### src/dacc_regs.vh
`ifndef DACC_REGS_VH
`define DACC_REGS_VH

// ----------------------------------------
// register numbers and control cell addresses
// ----------------------------------------
`define DACC_REG_SPDIF_CS 8'h56
`define DACC_REG_PROG_SEL 8'h6B
`define DACC_CELL_ENC 11'h7F0
`define DACC_CELL_IOCTL 11'h7F1
`define DACC_CELL_APP_SEL 11'h7F6
`define DACC_CELL_APP_RUN 11'h7F7

// ----------------------------------------
// reset values and fields
// ----------------------------------------
`define DACC_RST_SPDIF_CS 20'h00000
`define DACC_RST_PROG_SEL 20'h00000
`define DACC_RST_ENC 20'hA0264
`define DACC_RST_APP 20'h00000
`define DACC_RST_IOCTL 20'h00000
`define DACC_ENC_QUAL_HI 19
`define DACC_ENC_QUAL_LO 17
`define DACC_QUAL_DEFAULT 3'h5
`define DACC_IOCTL_VALIDATE 0
`define DACC_APP_ENC_L3 6
`define DACC_APP_DEC_L3 3
`define DACC_APP_DEC_L2 2
`define DACC_APP_TOP 1
`define DACC_APP_OS 0
`define DACC_APP_MASK 20'h0004F

// ----------------------------------------
// telegram command codes (upper nibble of first byte; the short code sits in the lower nibble)
// ----------------------------------------
`define DACC_CMD_RD_REG 4'hA
`define DACC_CMD_WR_REG 4'hB
`define DACC_CMD_RD_D0 4'hC
`define DACC_CMD_RD_D1 4'hD
`define DACC_CMD_WR_D0 4'hE
`define DACC_CMD_WR_D1 4'hF
`define DACC_CMD_SHORT 4'h4

// ----------------------------------------
// timing and limits
// ----------------------------------------
`define DACC_MAX_KBPS 9'h0C0
`define DACC_APP_SETTLE_CYC 4'hA

`endif

### src/dacc_app_engine.v
`include "dacc_regs.vh"
`default_nettype none

module dacc_app_engine (
    // clock and reset
    input wire core_clk,
    input wire reset,
    // selection and pending settings
    input wire sel_wr,
    input wire [19:0] app_select,
    input wire [19:0] enc_pending,
    input wire validate,
    // loop status and applied settings
    output reg [19:0] app_running_reg,
    output reg [19:0] enc_active_reg,
    output reg validate_ack_reg
);

    localparam [3:0] SETTLE_CYC = `DACC_APP_SETTLE_CYC;
    localparam [1:0] ST_RUN = 2'h0;
    localparam [1:0] ST_SWITCH = 2'h1;
    reg [1:0] state_reg;
    reg [3:0] settle_reg;
    reg [19:0] target_reg;

    // --------------------------------------------
    // loop switching and settings take-over
    // --------------------------------------------
    // a new selection drops the running cell first, so a host polling for
    // zero never sees a stale loop while the firmware changes over
    always @(posedge core_clk) begin
        if (reset) begin
            state_reg <= ST_RUN;
            settle_reg <= 4'h0;
            target_reg <= `DACC_RST_APP;
            app_running_reg <= `DACC_RST_APP;
            enc_active_reg <= `DACC_RST_ENC;
            validate_ack_reg <= 1'b0;
        end else begin
            validate_ack_reg <= 1'b0;
            if (sel_wr) begin
                app_running_reg <= 20'h00000;
                target_reg <= app_select & `DACC_APP_MASK;
                settle_reg <= SETTLE_CYC;
                state_reg <= ST_SWITCH;
                if (app_select != 20'h00000) begin
                    enc_active_reg <= enc_pending;
                end
            end else begin
                case (state_reg)
                    ST_RUN: begin
                        // skip the edge where the clear is still landing, so a
                        // late unvalidated write is never taken over twice
                        if (validate && !validate_ack_reg) begin
                            enc_active_reg <= enc_pending;
                            validate_ack_reg <= 1'b1;
                        end
                    end
                    ST_SWITCH: begin
                        if (settle_reg <= 4'h1) begin
                            app_running_reg <= target_reg;
                            state_reg <= ST_RUN;
                        end else begin
                            settle_reg <= settle_reg - 4'h1;
                        end
                    end
                    default: begin
                        state_reg <= ST_RUN;
                    end
                endcase
            end
        end
    end

endmodule

`default_nettype wire

### src/dacc_ctrl_cells.v
`include "dacc_regs.vh"
`default_nettype none

module dacc_ctrl_cells #(
    parameter CS_WIDTH = 16
) (
    // clock and reset
    input wire core_clk,
    input wire reset,
    // control telegram byte stream
    input wire tg_start,
    input wire tg_stop,
    input wire tg_byte_valid,
    input wire [7:0] tg_byte,
    // read answer byte stream
    input wire rd_req,
    output reg rd_byte_valid_reg,
    output reg [7:0] rd_byte_reg,
    // incoming digital audio channel status
    input wire cs_valid,
    input wire [CS_WIDTH-1:0] cs_bits,
    // encoder rate path
    input wire [8:0] enc_rate_req,
    output reg [8:0] enc_rate_reg,
    output wire [2:0] enc_quality,
    output wire [19:0] enc_settings_active,
    // program ram configuration
    output wire [19:0] prog_ram_cfg,
    // loop status
    input wire detected_layer3,
    output wire os_loop_active,
    output wire top_loop_active,
    output wire enc_l3_active,
    output wire dec_l3_active,
    output wire dec_l2_active
);

    localparam [1:0] P_IDLE = 2'h0;
    localparam [1:0] P_HEAD = 2'h1;
    localparam [1:0] P_DATA = 2'h2;
    localparam [1:0] P_DROP = 2'h3;

    reg [1:0] pstate_reg;
    reg [2:0] idx_reg;
    reg [1:0] sub_reg;
    reg [3:0] code_reg;
    reg short_reg;
    reg [7:0] reg_num_reg;
    reg [15:0] cnt_reg;
    reg [10:0] addr_reg;
    reg [19:0] data_reg;

    reg [19:0] spdif_in_status_word_reg;
    reg [19:0] ram_program_select_reg;
    reg [19:0] encode_settings_reg;
    reg [19:0] io_control_reg;
    reg [19:0] application_select_reg;

    reg rd_is_reg_reg;
    reg rd_is_d1_reg;
    reg rd_short_reg;
    reg [10:0] rd_addr_reg;
    reg [15:0] rd_left_reg;
    reg [1:0] rd_sub_reg;

    wire [19:0] application_running;
    wire validate_ack;
    wire byte_in;
    wire reg_wr;
    wire mem_wr;
    wire [19:0] wr_value;
    wire sel_wr;
    wire [19:0] rd_word;

    // --------------------------------------------
    // read decode, shared by register and cell reads
    // --------------------------------------------
    // anything outside the defined set reads as zero
    function [19:0] dacc_read;
        input is_reg;
        input is_d1;
        input [10:0] addr;
        begin
            dacc_read = 20'h00000;
            if (is_reg) begin
                if (addr[7:0] == `DACC_REG_SPDIF_CS) begin
                    dacc_read = spdif_in_status_word_reg;
                end else if (addr[7:0] == `DACC_REG_PROG_SEL) begin
                    dacc_read = ram_program_select_reg;
                end
            end else if (!is_d1) begin
                case (addr)
                    `DACC_CELL_ENC: dacc_read = encode_settings_reg;
                    `DACC_CELL_IOCTL: dacc_read = io_control_reg;
                    `DACC_CELL_APP_SEL: dacc_read = application_select_reg;
                    `DACC_CELL_APP_RUN: dacc_read = application_running;
                    default: dacc_read = 20'h00000;
                endcase
            end
        end
    endfunction

    // --------------------------------------------
    // write strobes decoded from the current byte
    // --------------------------------------------
    assign byte_in = tg_byte_valid && !tg_stop;
    assign reg_wr = byte_in && pstate_reg == P_HEAD && idx_reg == 3'h3 &&
        code_reg == `DACC_CMD_WR_REG;
    assign mem_wr = byte_in && pstate_reg == P_DATA && sub_reg == 2'h3 &&
        code_reg == `DACC_CMD_WR_D0 && cnt_reg != 16'h0000;
    // short writes clear the four upper bits of the cell
    assign wr_value = {short_reg && !reg_wr ? 4'h0 : data_reg[19:16],
        data_reg[15:8], tg_byte};
    assign sel_wr = mem_wr && addr_reg == `DACC_CELL_APP_SEL;

    // --------------------------------------------
    // telegram parser
    // --------------------------------------------
    // only one telegram is decoded at a time; a stop mid-telegram drops
    // whatever was half received, so no partial word is ever written
    always @(posedge core_clk) begin
        if (reset) begin
            pstate_reg <= P_IDLE;
            idx_reg <= 3'h0;
            sub_reg <= 2'h0;
            code_reg <= 4'h0;
            short_reg <= 1'b0;
            reg_num_reg <= 8'h00;
            cnt_reg <= 16'h0000;
            addr_reg <= 11'h000;
            data_reg <= 20'h00000;
        end else if (tg_stop) begin
            pstate_reg <= P_IDLE;
        end else if (tg_start) begin
            pstate_reg <= P_HEAD;
            idx_reg <= 3'h0;
        end else if (byte_in) begin
            case (pstate_reg)
                P_HEAD: begin
                    idx_reg <= idx_reg + 3'h1;
                    case (idx_reg)
                        3'h0: begin
                            code_reg <= tg_byte[7:4];
                            short_reg <= tg_byte[3:0] == `DACC_CMD_SHORT;
                            reg_num_reg[7:4] <= tg_byte[3:0];
                            if (tg_byte[7:4] < `DACC_CMD_RD_REG) begin
                                pstate_reg <= P_DROP;
                            end
                        end
                        3'h1: begin
                            reg_num_reg[3:0] <= tg_byte[7:4];
                            data_reg[19:16] <= tg_byte[3:0];
                            if (code_reg == `DACC_CMD_RD_REG) begin
                                pstate_reg <= P_DROP;
                            end
                        end
                        3'h2: begin
                            data_reg[15:8] <= tg_byte;
                            cnt_reg[15:8] <= tg_byte;
                        end
                        3'h3: begin
                            cnt_reg[7:0] <= tg_byte;
                            if (code_reg == `DACC_CMD_WR_REG) begin
                                pstate_reg <= P_DROP;
                            end
                        end
                        3'h4: begin
                            addr_reg[10:8] <= tg_byte[2:0];
                        end
                        default: begin
                            addr_reg[7:0] <= tg_byte;
                            sub_reg <= short_reg ? 2'h2 : 2'h0;
                            if (code_reg == `DACC_CMD_WR_D0 ||
                                code_reg == `DACC_CMD_WR_D1) begin
                                pstate_reg <= P_DATA;
                            end else begin
                                pstate_reg <= P_DROP;
                            end
                        end
                    endcase
                end
                P_DATA: begin
                    if (sub_reg == 2'h1) begin
                        data_reg[19:16] <= tg_byte[3:0];
                    end
                    if (sub_reg == 2'h2) begin
                        data_reg[15:8] <= tg_byte;
                    end
                    if (sub_reg == 2'h3) begin
                        sub_reg <= short_reg ? 2'h2 : 2'h0;
                        addr_reg <= addr_reg + 11'h001;
                        if (cnt_reg != 16'h0000) begin
                            cnt_reg <= cnt_reg - 16'h0001;
                        end
                    end else begin
                        sub_reg <= sub_reg + 2'h1;
                    end
                end
                default: begin
                    pstate_reg <= pstate_reg;
                end
            endcase
        end
    end

    // --------------------------------------------
    // host registers and control cells
    // --------------------------------------------
    always @(posedge core_clk) begin
        if (reset) begin
            spdif_in_status_word_reg <= `DACC_RST_SPDIF_CS;
            ram_program_select_reg <= `DACC_RST_PROG_SEL;
            encode_settings_reg <= `DACC_RST_ENC;
            io_control_reg <= `DACC_RST_IOCTL;
            application_select_reg <= `DACC_RST_APP;
        end else begin
            // status bits follow the line, never the host
            if (cs_valid) begin
                spdif_in_status_word_reg <= {{(20-CS_WIDTH){1'b0}}, cs_bits};
            end
            if (reg_wr && reg_num_reg == `DACC_REG_PROG_SEL) begin
                ram_program_select_reg <= wr_value;
            end
            // writes to the status register or unknown numbers fall through
            // no decode path exists for them, so a stray write changes nothing
            if (validate_ack) begin
                io_control_reg[`DACC_IOCTL_VALIDATE] <= 1'b0;
            end
            if (mem_wr) begin
                case (addr_reg)
                    `DACC_CELL_ENC: encode_settings_reg <= wr_value;
                    `DACC_CELL_IOCTL: io_control_reg <= wr_value;
                    `DACC_CELL_APP_SEL: application_select_reg <= wr_value;
                    default: application_select_reg <= application_select_reg;
                endcase
            end
        end
    end

    // --------------------------------------------
    // read answer stream
    // --------------------------------------------
    // bytes are produced one per request; a request with nothing armed
    // answers a zero byte so the host never waits on a silent port
    assign rd_word = dacc_read(rd_is_reg_reg, rd_is_d1_reg, rd_addr_reg);

    always @(posedge core_clk) begin
        if (reset) begin
            rd_is_reg_reg <= 1'b0;
            rd_is_d1_reg <= 1'b0;
            rd_short_reg <= 1'b0;
            rd_addr_reg <= 11'h000;
            rd_left_reg <= 16'h0000;
            rd_sub_reg <= 2'h0;
            rd_byte_valid_reg <= 1'b0;
            rd_byte_reg <= 8'h00;
        end else begin
            rd_byte_valid_reg <= rd_req;
            if (byte_in && pstate_reg == P_HEAD && idx_reg == 3'h1 &&
                code_reg == `DACC_CMD_RD_REG) begin
                rd_is_reg_reg <= 1'b1;
                rd_short_reg <= 1'b0;
                rd_addr_reg <= {3'h0, reg_num_reg[7:4], tg_byte[7:4]};
                rd_left_reg <= 16'h0001;
                rd_sub_reg <= 2'h0;
            end else if (byte_in && pstate_reg == P_HEAD && idx_reg == 3'h5 &&
                (code_reg == `DACC_CMD_RD_D0 || code_reg == `DACC_CMD_RD_D1)) begin
                rd_is_reg_reg <= 1'b0;
                rd_is_d1_reg <= code_reg == `DACC_CMD_RD_D1;
                rd_short_reg <= short_reg;
                rd_addr_reg <= {addr_reg[10:8], tg_byte};
                rd_left_reg <= cnt_reg;
                rd_sub_reg <= short_reg ? 2'h2 : 2'h0;
            end else if (rd_req) begin
                rd_byte_reg <= 8'h00;
                if (rd_left_reg != 16'h0000) begin
                    case (rd_sub_reg)
                        2'h0: rd_byte_reg <= 8'h00;
                        2'h1: rd_byte_reg <= {4'h0, rd_word[19:16]};
                        2'h2: rd_byte_reg <= rd_word[15:8];
                        default: rd_byte_reg <= rd_word[7:0];
                    endcase
                    if (rd_sub_reg == 2'h3) begin
                        rd_sub_reg <= rd_short_reg ? 2'h2 : 2'h0;
                        rd_addr_reg <= rd_addr_reg + 11'h001;
                        rd_left_reg <= rd_left_reg - 16'h0001;
                    end else begin
                        rd_sub_reg <= rd_sub_reg + 2'h1;
                    end
                end
            end
        end
    end

    // --------------------------------------------
    // application loop engine
    // --------------------------------------------
    dacc_app_engine u_engine (
        .core_clk(core_clk),
        .reset(reset),
        .sel_wr(sel_wr),
        .app_select(wr_value),
        .enc_pending(encode_settings_reg),
        .validate(io_control_reg[`DACC_IOCTL_VALIDATE]),
        .app_running_reg(application_running),
        .enc_active_reg(enc_settings_active),
        .validate_ack_reg(validate_ack)
    );

    // --------------------------------------------
    // encoder rate limit
    // --------------------------------------------
    // the cap holds at every quality level, so a bad request cannot
    // push the stream past what a decoder must accept
    always @(posedge core_clk) begin
        if (reset) begin
            enc_rate_reg <= 9'h000;
        end else if (enc_rate_req > `DACC_MAX_KBPS) begin
            enc_rate_reg <= `DACC_MAX_KBPS;
        end else begin
            enc_rate_reg <= enc_rate_req;
        end
    end

    // --------------------------------------------
    // loop and configuration outputs
    // --------------------------------------------
    assign enc_quality = enc_settings_active[`DACC_ENC_QUAL_HI:`DACC_ENC_QUAL_LO];
    assign prog_ram_cfg = ram_program_select_reg;
    assign os_loop_active = application_running[`DACC_APP_OS];
    assign top_loop_active = application_running[`DACC_APP_TOP];
    assign enc_l3_active = application_running[`DACC_APP_ENC_L3];
    // with both decoders selected the detected layer picks one
    assign dec_l3_active = application_running[`DACC_APP_DEC_L3] &&
        (!application_running[`DACC_APP_DEC_L2] || detected_layer3);
    assign dec_l2_active = application_running[`DACC_APP_DEC_L2] &&
        (!application_running[`DACC_APP_DEC_L3] || !detected_layer3);

endmodule

`default_nettype wire

### config.mk
export PLATFORM = sky130hd
export DESIGN_NAME = dacc_ctrl_cells
export DESIGN_NICKNAME = d
export VERILOG_FILES = /design/src/dacc_app_engine.v /design/src/dacc_ctrl_cells.v
export VERILOG_INCLUDE_DIRS = /design/src /design/src/src
export SDC_FILE = /design/constraint.sdc
export NUM_CORES = 1
export LEC_CHECK = 0
export BUFFER_PORTS_ARGS = -buffer_cell sky130_fd_sc_hd__buf_2
export CORE_AREA = 2 2 171 173
export DETAILED_ROUTE_END_ITERATION = 8
export DIE_AREA = 0 0 173 175
export GPL_TIMING_DRIVEN = 0
export SLEW_MARGIN = 20
export SYNTH_ARGS = -nofsm -noshare
export SYNTH_HDL_FRONTEND = slang
export SYNTH_SLANG_ARGS = --single-unit
### constraint.sdc
create_clock -name core_clk -period 4.3 [get_ports core_clk]
set_input_delay 0.215 -clock core_clk [delete_from_list [all_inputs] [get_ports core_clk]]
set_output_delay 0.215 -clock core_clk [all_outputs]
set_load 0.01 [all_outputs]
* Word-level counts from Yosys, hierarchy flattened
Cells that the tools add are included.
** Word-level totals
- Output and inout port bits :: 66
- Word-level logic and storage cells :: 259
- Input bits :: 41
- Flip-flop bits (word level) :: 242
** Operators by class
- Muxes and demuxes :: 68
- Order comparisons :: 3
- Equality and inequality tests :: 52
- Reductions and logical operators :: 81
- Bitwise gates (word level) :: 7
- $add $sub $neg :: 8
** Operators with widths (number)
- two-way mux 20 bit :: 8
- two-way mux 16 bit :: 6
- one-hot mux 20 bit (4 select lines) :: 1
- equality test 11 bit, second input constant :: 7
- two-way mux 8 bit :: 7
- two-way mux 11 bit :: 5
- AND reduction 6 bit :: 6
- one-hot mux 16 bit (2 select lines) :: 1
- nonzero test 16 bit :: 2
- subtractor 16 x 1 -> 16 bit, second input constant :: 2
- equality test 4 bit, second input constant :: 6
- equality test 8 x 7 -> 1 bit, second input constant :: 3
- two-way mux 2 bit :: 12
- two-way mux 4 bit :: 6
- != test 2 x 1 -> 1 bit, second input constant :: 12
- one-hot mux 12 bit (2 select lines) :: 1
- one-hot mux 8 bit (3 select lines) :: 1
- adder 11 x 1 -> 11 bit, second input constant :: 2
- one-hot mux 11 bit (2 select lines) :: 1
- AND reduction 2 bit :: 10
- nonzero test 2 bit :: 10
- nonzero test 20 bit :: 1
- logical AND 1 bit :: 18
- AND reduction 3 bit :: 5
- other kinds (30) :: 86

* Depth between registers and ports, before layout
Gate-level depths: netlist (run 1).
- Word-level depth :: 11
- Mapped depth :: 11
- Gate-level depth less buffers :: 8

* Cells and area by module
Synthesis (run 1) repeated with hierarchy kept, for this count alone.
** Second synthesis, totals
- Cell total of the unflattened synthesis :: 1407
- Area total of the unflattened synthesis :: 11976.5 um^2
** By module, submodules not included
- dacc_ctrl_cells :: cells an instance 1233, seq. area each 4103.9 um^2, times used 1, area each 10304.9 um^2
- dacc_app_engine :: cells an instance 174, seq. area each 720.7 um^2, times used 1, area each 1671.6 um^2

* Least setup slack after synthesis (run 1)
OpenSTA, ideal clock, no wires.
- Path type :: flip-flop to flip-flop
- From :: reg cnt_reg[0]
- To :: reg u_engine.enc_active_reg[14]
- Setup time :: 0.128 ns
- Period minus slack after synthesis :: 2.504 ns
- Path buffers :: 2
- Setup slack :: 1.796 ns
- Cell stages (with the launch flop) :: 11
- Data required time :: 4.172 ns
- Arrival time :: 2.376 ns
- Cells stage by stage :: dfxtp_1 inv_1 ha_1 nor2b_1 and3_1 buf_2 a2111oi_4 mux2i_4 buf_6 mux2i_1 nor2_1
** On the way
- Longest elaborated chain between the ends :: 5
- Elaborated cells on any way between the ends :: 8
- Those cells by class :: eq/ne: 1; mux: 1; reduce/logical: 6
** Ends and longest elaborated chain
- start, declared :: RTL line dacc_ctrl_cells.v:49 : reg [15:0] cnt_reg;
- start signal, assigned :: RTL line dacc_ctrl_cells.v:162 : cnt_reg[7:0] <= tg_byte;
- start signal, assigned :: RTL line dacc_ctrl_cells.v:193 : cnt_reg <= cnt_reg - 16'h0001;
- nonzero test 16 bit (*) :: RTL line dacc_ctrl_cells.v:110 : code_reg == `DACC_CMD_WR_D0 && cnt_reg != 16'h0000;
- logical AND 1 bit (*) :: RTL line dacc_ctrl_cells.v:109 : assign mem_wr = byte_in && pstate_reg == P_DATA && sub_reg == 2'h3 &&
- logical AND 1 bit (no source line) (*)
- != test 2 x 1 -> 1 bit (no source line) or nonzero test 2 bit (tied branches)
- AND reduction 3 bit (no source line)
- end signal, assigned :: RTL line dacc_app_engine.v:37 : enc_active_reg <= `DACC_RST_ENC;
- end signal, assigned :: RTL line dacc_app_engine.v:47 : enc_active_reg <= enc_pending;
- end signal, assigned :: RTL line dacc_app_engine.v:55 : enc_active_reg <= enc_pending;
- end, declared :: RTL line dacc_app_engine.v:15 : output reg [19:0] enc_active_reg,
Every way passes the cells marked *; elsewhere a longest branch is shown, timed or not.
A chain may end at the register's enable or synchronous reset.

* Final worst setup path (run 1)
- From :: reg cnt_reg[0]
- To :: reg u_engine.enc_active_reg[16]
The elaborated chain is that of the path after synthesis.

==> impl_metrics.csv, run 1 <==
group,metric,value,unit
status,status,"finished clean",
floorplanning,core_region_area,28400,um2
flow_run,maxCapViolCount,0,
pwr,power.leakage,5.20,nW
critical_path,cp_num_buf_inv,3,
clock_network,cts_tree,"built",
critical_path,start_kind,"flop",
critical_path,critPathSlowestCell,"a2111oi_4",
place,place_ws,1.16,ns
clock_network,cts_sinks,236,
critical_path,cp.arrival,3.55,ns
clock_network,clk_latency,0.56,ns
routing,routedWlPerCell,20.1,um
global_routing,grt_max_degree,15,
yosys,yosys_register_bits,236,
sta,fin_crit,3.15,ns
sta,tns,0,ns
layout,fin_util,47.8,%
place,post-dp-hpwl,28.4,mm
global_routing,overflow,0,
sta,worst_slack,1.15,ns
clock_network,cts.clk_slew.worst_paths,0.06,ns
critical_path,r2r_slack,1.15,ns
critical_path,critPathKind,"flop to flop",
routing,drtIter0Drc,1039,
critical_path,crit_fanout,10,
yosys,syn_area,11300,um2
global_routing,grtUsageTotal,25.1,%
yosys,synthFlopType,"dfxtp_1",
global_routing,grt_antenna_before_repair,0,
layout,fin_cells,1951,
layout,antenna_cells,0,
sta,whs,0.0256,ns
clock_network,cts_buffers,27,
layout,synthToLayoutAreaGrowth,20.4,%
yosys,syn-instance-count,1388,
yosys,synth_nets,1454,
critical_path,crit_chain,"inv_1 > ha_1 > nor2b_1 > and3_1 > buf_2 > a2111oi_4 > mux2i_4 > buf_6 > mux2i_1 > nor2_1",
critical_path,cp_top_family,"multiplexers",
sta,slew_violations,0,
floorplanning,die_h,175,um
global_routing,use_met2,39.2,%
layout,regArea,4720,um2
sta,period_share,73.2,%
yosys,synth_area_leaders,"dfxtp_1, mux2i_1, nand2_1",
clock_network,post_cts.repair.setup_buffers,0,
place,placedCellCount,1874,
floorplanning,num_rows,62,
yosys,yosysTopAreaCell,"dfxtp_1",
routing,routed-via-count,11000,
global_routing,grt-busiest-layer,"met2",
sta,fmax,318,MHz
routing,ant_nets,0,
floorplanning,num_io_pins,107,
layout,multi_input_area,6010,um2
yosys,yosysWarnings,0,
pwr,power.density,373,nW/um2
layout,nNetsFinal,1613,
routing,wl,39.2,mm
clock_network,cts_htree_levels,1,
sta,finClkSkew,0.0262,ns
floorplanning,initial_core_util,39.7,%
routing,route.detailed.drc,0,
yosys,async_flop_share,0,%
sta,relSlewSlack,28.5,%
yosys,ys_seq_area_share,41.9,%
clock_network,post_cts_resized,0,
critical_path,cp_data_required_time,4.71,ns
global_routing,grt_pass1_vias,10400,
place,port_buffers,102,
global_routing,grt_pass1_wl,59.8,mm
critical_path,endpoint_kind,"flop",
routing,vias_per_cell,5.63,
place,gp_congestion,0.949,
yosys,synth_cell_types,74,
floorplanning,fp.dieW,173,um
clock_network,cts_buffer_depth,3,
pwr,ir_worst_vdd,0.265,mV
global_routing,use_met3,5.20,%
routing,firstDrtPassIters,7,
sta,hold_viol_final,0,
floorplanning,die-area,30300,um2
yosys,avgSynthCellArea,8.12,um2
clock_network,cts_root_buffer,"clkbuf_16",
critical_path,max_stage_delay,0.67,ns
clock_network,cts_hold_buf,28,
layout,final.fill_count,2828,
layout,drive_gt1_share,11.2,%
sta,rsz0062_at_grt,"false",
sta,worst_slew_pin_slew,1.07,ns
yosys,synth_edf_count,0,
yosys,yosys.area.top_type_share,41.9,%
worst_hold_path,min_path_type,"input port to flop",
global_routing,met1_usage,33.7,%
sta,finalSetupViolations,0,
-- routing by layer --
layer | vias to the layer above | part of all wire (%)
li1 | 5228 | -
met1 | 5208 | 44
met2 | 456 | 43
met3 | 86 | 8.4
met4 | 0 | 3.9
met5 | - | 0
-- placed cells by master, fill, tap and decap left out, types with 11 or more instances in the layout --
cell type	count
dfxtp_1	236
nand2_1	197
a21oi_1	147
nor2_1	145
buf_2	109
clkbuf_1	79
mux2i_1	78
o21ai_0	77
nand3_1	44
nor3_1	36
inv_1	33
a22oi_1	33
dlygate4sd3_1	28
clkbuf_16	27
ha_1	25
a211oi_1	18
and3_1	16
nor2b_1	12
xnor2_1	12
a31oi_1	11
-- cell families after synthesis --
kind of cell	synth area share [%]
AO/OA/AOI/OAI	19.4
XOR/XNOR	1.55
adder cells (fa/ha/maj)	2.78
buffers and inverters	4.74
flip-flops	41.9
multiplexers	7.13
other	0.0333
AND/OR/NAND/NOR	22.5
-- cells in the mapped netlist, types with 4 or more instances --
cell type / instances
a211oi_1: 18
a21oi_1: 147
a22o_1: 5
a22oi_1: 33
a31oi_1: 11
a32o_1: 4
and2_1: 9
and3_1: 16
and4_1: 5
buf_1: 4
buf_2: 7
buf_4: 6
clkbuf_1: 77
dfxtp_1: 236
ha_1: 25
inv_1: 33
mux2i_1: 78
nand2_1: 197
nand2b_1: 9
nand3_1: 44
nand3b_1: 9
nand4_1: 9
nor2_1: 145
nor2b_1: 12
nor3_1: 36
nor3b_1: 5
nor4_1: 9
o2111ai_1: 5
o21ai_0: 77
o21bai_1: 4
o22ai_1: 8
o31ai_1: 8
or3_1: 9
or4_1: 6
xnor2_1: 12
xor2_1: 8
-- layout make-up --
| class | count | share of cell area [%] |
|---|---|---|
| multi-input combinational | 1022 | 44.3 |
| clock inverter | 11 | 1.62 |
| tap | 384 | 3.54 |
| sequential | 236 | 34.8 |
| clock buffer | 38 | 5.95 |
| inverter | 34 | 0.941 |
| timing repair buffer | 130 | 5.83 |
| buffer | 96 | 3.00 |
-- path summary, 6_finish.rpt --
| check | start | end | cells past startpoint |
|---|---|---|---|
| setup / recovery | cnt_reg[0] | u_engine.enc_active_reg[16] | 10 |
| hold / removal | rd_req | rd_byte_valid_reg | 2 |
| setup reg to reg | cnt_reg[0] | u_engine.enc_active_reg[16] | 10 |
| hold reg to reg | rd_byte_reg[7] | rd_byte_reg[7] | 2 |
-- where the power goes --
| part | switching [mW] | total (mW) | leakage, nW | internal, mW |
|---|---|---|---|---|
| clock | 0.966 | 2.63 | 0.510 | 1.67 |
| combinational | 0.142 | 0.216 | 2.78 | 0.0739 |
| sequential | 0.0139 | 2.22 | 1.91 | 2.20 |
| total | 1.12 | 5.07 | 5.20 | 3.94 |
-- stage by stage --
stage	total power, mW	instance area (um2)
2_1_floorplan	2.37	11300
3_3_place_gp	2.45	12300
3_5_place_dp	2.46	12300
4_1_cts	5.10	13600
5_1_grt	5.20	13600
6_report	5.07	13600
No activity file was read; power rests on OpenSTA's default activity.
==> run 2, diff against run 1 <==
Settings changed: ABC_AREA set to 1, CORE_AREA 2 2 171 173 to 2 2 174 176, DIE_AREA 0 0 173 175 to 0 0 176 178.
Clock period 4.3 ns to 2.54 ns, I/O delays scaled along.
==> run 2 against run 1 <==
Maximum frequency up 31%; worst setup slack worse by 1.0 ns; non-clock buffer count grew 17; clock power up 48%; largest power group unchanged.
==> impl_metrics.csv, run 2 <==
group,metric,value,unit
status,status,"finished clean",
critical_path,crit_fanout,10,
layout,fin_cells,2253,
global_routing,grt_pass1_vias,11200,
place,place_ws,-0.0314,ns
yosys,synth_cell_types,49,
routing,drtIter0Drc,1115,
layout,multi_input_area,6030,um2
clock_network,cts_buffer_depth,3,
layout,drive_gt1_share,12.1,%
flow_run,maxCapViolCount,0,
critical_path,cp.arrival,2.87,ns
routing,route.detailed.drc,0,
yosys,yosysTopAreaCell,"dfxtp_1",
layout,layout_commonest_cell,"nand2_1",
layout,antenna_cells,0,
critical_path,path_common_cell,"nand2_1",
critical_path,critPathSlowestCell,"dfxtp_1",
layout,fin_util,47.9,%
critical_path,cp_data_required_time,3.00,ns
sta,slew_violations,0,
routing,wl,39.9,mm
yosys,yosys.area.top_type_share,40.5,%
routing,ant_nets,0,
clock_network,cts_tree,"built",
yosys,syn-instance-count,1666,
clock_network,cts_buffers,27,
critical_path,crit_chain,"nand2_1 > nor2_2 > buf_2 > buf_2 > nand3_1 > o211ai_1 > nand2_1 > a21oi_1 > nand2_1 > a21oi_1",
floorplanning,die-area,31300,um2
yosys,syn_area,11700,um2
clock_network,cts_htree_levels,1,
sta,finalSetupViolations,0,
critical_path,endpoint_kind,"flop",
sta,fmax,415,MHz
clock_network,post_cts.repair.setup_buffers,0,
floorplanning,fp.dieW,176,um
critical_path,r2r-start,"rd_addr_reg[6]",
critical_path,critPathKind,"flop to flop",
global_routing,grt_max_degree,13,
yosys,ys_seq_area_share,40.5,%
global_routing,grt_pass1_wl,61.9,mm
place,post-dp-hpwl,29.6,mm
floorplanning,initial_core_util,39.7,%
sta,worst_slew_pin_slew,0.862,ns
sta,period_share,94.9,%
place,gp_congestion,0.929,
worst_hold_path,min_path_type,"input port to flop",
worst_hold_path,min-delay-start,"rd_req",
yosys,async_flop_share,0,%
routing,vias_per_cell,5.36,
floorplanning,die_h,178,um
pwr,power.leakage,5.98,nW
layout,synthToLayoutAreaGrowth,20.9,%
pwr,power.density,573,nW/um2
clock_network,cts.clk_slew.worst_paths,0.06,ns
yosys,synth_edf_count,0,
yosys,synth_area_leaders,"dfxtp_1, nand2_1, a21oi_1",
clock_network,cts_root_buffer,"clkbuf_16",
layout,final.fill_count,2973,
sta,fin_crit,2.41,ns
routing,routed-via-count,12100,
floorplanning,num_rows,63,
sta,relSlewSlack,42.5,%
layout,regArea,4720,um2
critical_path,r2r-end,"rd_byte_reg[5]",
yosys,synth_nets,1732,
pwr,ir_worst_vdd,0.501,mV
critical_path,start_kind,"flop",
critical_path,r2r_slack,0.13,ns
layout,nNetsFinal,1913,
yosys,yosysWarnings,0,
yosys,synthFlopType,"dfxtp_1",
sta,hold_viol_final,0,
worst_hold_path,hold_depth,3,
worst_hold_path,holdPathEnd,"rd_sub_reg[0]",
floorplanning,core_region_area,29400,um2
floorplanning,num_io_pins,107,
yosys,synth_common_cells,"nand2_1, dfxtp_1, nor2_1, a21oi_1, o21ai_0",
sta,rsz0062_at_grt,"true",
layout,final_cell_mix,"nand2_1, dfxtp_1, nor2_1",
yosys,avgSynthCellArea,7.00,um2
place,port_buffers,104,
place,placedCellCount,2160,
clock_network,clk_latency,0.54,ns
global_routing,grt_antenna_before_repair,0,
yosys,yosysMostFrequentCell,"nand2_1",
yosys,yosys_register_bits,236,
routing,firstDrtPassIters,5,
sta,finClkSkew,0.0160,ns
global_routing,grtUsageTotal,25.1,%
sta,worst_slack,0.128,ns
critical_path,max_stage_delay,0.42,ns
routing,routedWlPerCell,17.7,um
critical_path,cp-startpoint,"rd_addr_reg[6]",
critical_path,worstRegToRegCells,10,
global_routing,overflow,0,
clock_network,cts_sinks,236,
==> run 2: changes by cell type after synthesis, moves of 55 or more <==
| cell | previous run | this run |
|---|---|---|
| nand2_1 | 197 | 324 |
| mux2i_1 | 78 | 0 |
| inv_1 | 33 | 130 |
| o21ai_0 | 77 | 146 |
| nand4_1 | 9 | 64 |
| nand3_1 | 44 | 114 |
==> run 2: through the flow <==
step                      hold slack [ns]  TNS (ns)  instance area, um2  total power [mW]
after global placement              0.351    -0.102               12700              4.20
after CTS                         0.00499         0               14000              8.12
after detailed placement            0.358   -0.0780               12700              4.21
after floorplan                     0.205         0               11700              4.03
after global routing               0.0936   -0.0296               14100              8.32
final                              0.0600         0               14100              8.07
==> run 2: logic make-up after synthesis <==
logic type	share of synthesized area, %
compound gates	18.4
fa+ha+maj	2.68
buf+inv	8.32
simple gates	27.6
xor+xnor	2.48
flops	40.5
other cells	0.0322
==> run 2: final cells by class <==
class | count | share of cell area (%)
Clock buffer | 41 | 5.88
Timing Repair Buffer | 152 | 7.10
Inverter | 144 | 3.85
Tap cell | 390 | 3.46
Sequential cell | 236 | 33.5
Clock inverter | 4 | 0.346
Buffer | 91 | 3.06
Multi-Input combinational cell | 1195 | 42.8
==> run 2: worst max-delay path: cells and delay by family, from the launching register on <==
kind                   cells  cell delay [ns]
and+or+nand+nor            5             0.75
AOI/OAI and AO/OA          3             0.60
buffers and inverters      2             0.55
DFF                        1             0.42
==> run 2: worst max path at each step <==
stage | end | slack [ns]
after global routing | cnt_reg[15] | -0.02
after detailed placement | cnt_reg[4] | -0.03
after CTS | u_engine.enc_active_reg[3] | 0.02
after floorplan | cnt_reg[0] | 0.62
after global placement | cnt_reg[4] | -0.06
final | rd_byte_reg[5] | 0.13
==> run 2: report_power, final <==
group	total [mW]	internal (mW)	switching (mW)
logic	0.425	0.146	0.279
clock network	3.88	2.32	1.56
registers	3.77	3.74	0.0264
==> run 2: layer usage <==
layer | vias to the layer above | part of all wire, % | GRT usage [%]
met1 | 5652 | 44 | 33.4
met2 | 413 | 47 | 42.5
met4 | 0 | 2.3 | 6.96
li1 | 5950 | - | -
met3 | 64 | 6.3 | 3.47
met5 | - | 0 | 0
==> run 2: timing repair <==
| action | 4_1_cts | 5_1_grt |
|---|---|---|
| resized for setup | 1 | 23 |
| hold buffers | 48 | 0 |
| setup endpoints to repair | 8 | 76 |
| hold endpoints to repair | 38 | 0 |
==> run 3, diff against run 2 <==
Settings changed: CORE_AREA 2 2 174 176 to 2 2 152 214, DIE_AREA 0 0 176 178 to 0 0 154 216, SLEW_MARGIN 20 to 5, SYNTH_HIERARCHICAL set to 1.
==> run 3 against run 2 <==
Sequential share of layout area down 1.6 points; critical path depth is 4 higher; worst setup slack improved by 0.025 ns; die area is 6.2% higher; clock-buffer cell count shrank 3; combinational power increased by 7.3%; final cell count rose by 7.4%; non-clock buffer count up 15; critical path type unchanged; critical endpoint is now u_engine/enc_active_reg[0]; largest cell class unchanged; largest power group unchanged; highest routed layer unchanged.
==> impl_metrics.csv, run 3 <==
group,metric,value,unit
status,status,"finished clean",
layout,drive_gt1_share,14.9,%
clock_network,cts_root_buffer,"clkbuf_16",
yosys,yosys_register_bits,241,
yosys,avgSynthCellArea,6.90,um2
yosys,yosysTopAreaCell,"dfxtp_1",
pwr,clkPwrFrac,50.4,%
yosys,ys_seq_area_share,38.9,%
sta,finalSetupViolations,0,
sta,whs,0.0448,ns
critical_path,crit_fanout,10,
sta,hold_viol_final,0,
layout,fin_cells,2419,
yosys,synth_cell_types,60,
yosys,syn-instance-count,1799,
floorplanning,fp.dieW,154,um
pwr,internal-power,6.71,mW
global_routing,grtUsageTotal,26.4,%
layout,nNetsFinal,2071,
critical_path,cp_data_required_time,2.99,ns
routing,firstDrtPassIters,5,
pwr,swShare,22.7,%
global_routing,grt_pass1_vias,12400,
place,gp_congestion,0.979,
routing,ant_nets,0,
pwr,p_sw,1.97,mW
layout,antenna_cells,0,
layout,fin_util,48.3,%
yosys,syn_area,12400,um2
routing,route.detailed.drc,0,
yosys,async_flop_share,0,%
routing,routed-via-count,12700,
pwr,ir_worst_vdd,0.359,mV
routing,routedWlPerCell,18.4,um
clock_network,cts.clk_slew.worst_paths,0.07,ns
critical_path,critPathKind,"flop to flop",
global_routing,grt_pass1_wl,68.1,mm
yosys,synth_area_leaders,"dfxtp_1, nand2_1, a21oi_1",
sta,slew_violations,0,
global_routing,grt_max_degree,14,
layout,final.fill_count,3152,
sta,finClkSkew,0.0116,ns
routing,wl,44.5,mm
yosys,synth.mux.area_fraction,0,%
clock_network,cts_buffers,26,
sta,fmax,419,MHz
worst_hold_path,min-delay-start,"reset",
layout,layout_commonest_cell,"nand2_1",
yosys,synth-compound-area-share,17.4,%
clock_network,cts_htree_levels,1,
yosys,synth_top_family_by_area,"simple AND/OR/NAND/NOR gates",
pwr,power.leakage,6.64,nW
critical_path,start_kind,"flop",
floorplanning,core_region_area,31300,um2
clock_network,cts_sinks,241,
sta,fin_crit,2.39,ns
yosys,synthFlopType,"dfxtp_1",
place,port_buffers,106,
clock_network,cts_buffer_depth,3,
yosys,yosys.area.top_type_share,38.9,%
sta,relSlewSlack,40.4,%
yosys,synth_xor_area_share,1.48,%
layout,synthToLayoutAreaGrowth,21.8,%
floorplanning,num_io_pins,107,
flow_run,maxCapViolCount,0,
place,placedCellCount,2314,
floorplanning,num_rows,77,
place,post-dp-hpwl,33.6,mm
global_routing,grt_antenna_before_repair,0,
pwr,p_seq_share,44.3,%
floorplanning,die_h,216,um
critical_path,endpoint_kind,"flop",
routing,drtIter0Drc,689,
worst_hold_path,min_path_type,"input port to flop",
sta,worst_slew_pin_slew,0.895,ns
critical_path,cp.arrival,2.83,ns
clock_network,cts_tree,"built",
sta,period_share,94.0,%
critical_path,cp-startpoint,"cnt_reg[0]",
yosys,synthAdderAreaFrac,2.52,%
routing,vias_per_cell,5.25,
layout,final_cell_mix,"nand2_1, dfxtp_1, nor2_1",
yosys,yosysMostFrequentCell,"nand2_1",
floorplanning,initial_core_util,39.6,%
yosys,synth_common_cells,"nand2_1, dfxtp_1, nor2_1, a21oi_1, inv_1",
yosys,synthSimpleGateAreaFrac,29.8,%
critical_path,r2r-start,"cnt_reg[0]",
pwr,power.density,574,nW/um2
global_routing,overflow,0,
sta,tns,0,ns
pwr,pwr-share-comb,5.3,%
yosys,synth_edf_count,0,
clock_network,clk_latency,0.56,ns
yosys,yosysWarnings,6,
floorplanning,die-area,33300,um2
run 3: cell count changes in the layout (fill, tap and decap cells not counted), sizes merged, moves of 6 or more:
cell,previous run,this run
a211oi,19,9
a31oi,16,7
buf,143,172
clkbuf,93,73
conb,1,16
inv,139,170
nand2,327,449
nand3,115,121
nand4,64,24
nor2,193,220
xor2,26,13
run 3: stage by stage:
stage,cell area (um2),total power [mW],worst slack [ns]
5_1_grt,15100,8.91,-0.0351
6_report,15100,8.68,0.153
3_5_place_dp,13500,4.31,-0.246
2_1_floorplan,12500,4.12,0.416
4_1_cts,15000,8.71,0.00496
3_3_place_gp,13500,4.31,-0.256
run 3: path summary, 6_finish.rpt:
path,endpoint,slack [ns],depth (start not counted)
hold reg to reg,u_engine/app_running_reg[2],0.45,2
setup reg to reg,u_engine/enc_active_reg[0],0.15,14
setup / recovery,u_engine/enc_active_reg[0],0.15,14
hold / removal,u_engine/app_running_reg[2],0.04,4
run 3: final cells by class:
class                      instances  area (um2)  area share [%]
multi-input combinational       1304        6480            42.9
sequential                       241        4830            31.9
timing repair buffer             164        1090            7.23
clock buffer                      38         777            5.14
inverter                         174         661            4.37
buffer                            94         582            3.85
tap                              395         494            3.27
clock inverter                     9         205            1.36
run 3: critical path, stage by stage (launching register included):
cell	delay (ns)
dfxtp_1	0.34
inv_2	0.11
ha_2	0.21
nand3_2	0.11
nor2_4	0.13
nand4_1	0.19
nand2_1	0.16
nor4_4	0.04
buf_4	0.16
buf_6	0.13
inv_4	0.10
nand3_4	0.16
buf_4	0.22
a21oi_1	0.16
nor2_1	0.06
run 3: cells by family (layout without fill, tap and decap cells):
| kind of cell | count (synthesis) | in the layout |
|---|---|---|
| simple gates | 853 | 853 |
| fa+ha+maj | 25 | 25 |
| xor+xnor | 21 | 21 |
| compound gates | 389 | 389 |
| flops | 241 | 241 |
| other cells | 2 | 16 |
| buf+inv | 268 | 479 |
run 3: repair_timing:
action | 4_1_cts | 5_1_grt
pin swaps | 1 | 5
hold endpoints to repair | 51 | 0
endpoints found under the setup margin | 21 | 65
setup buffers | 2 | 5
hold buffers | 51 | 0
resized for setup | 9 | 19
run 3: per-layer routing:
layer	up-vias	global-route usage, %	wire (um)
met4	0	19.0	3230
li1	6289	-	-
met2	418	48.7	22700
met3	125	3.09	2050
met1	5862	27.4	16500
met5	-	0	0
run 3: power groups by stage:
stage | clock [mW] | combinational [mW] | sequential [mW]
2_1_floorplan | 0 | 0.204 | 3.92
3_3_place_gp | 0 | 0.376 | 3.93
3_5_place_dp | 0 | 0.379 | 3.93
4_1_cts | 4.42 | 0.440 | 3.85
5_1_grt | 4.57 | 0.492 | 3.85
6_report | 4.37 | 0.456 | 3.85
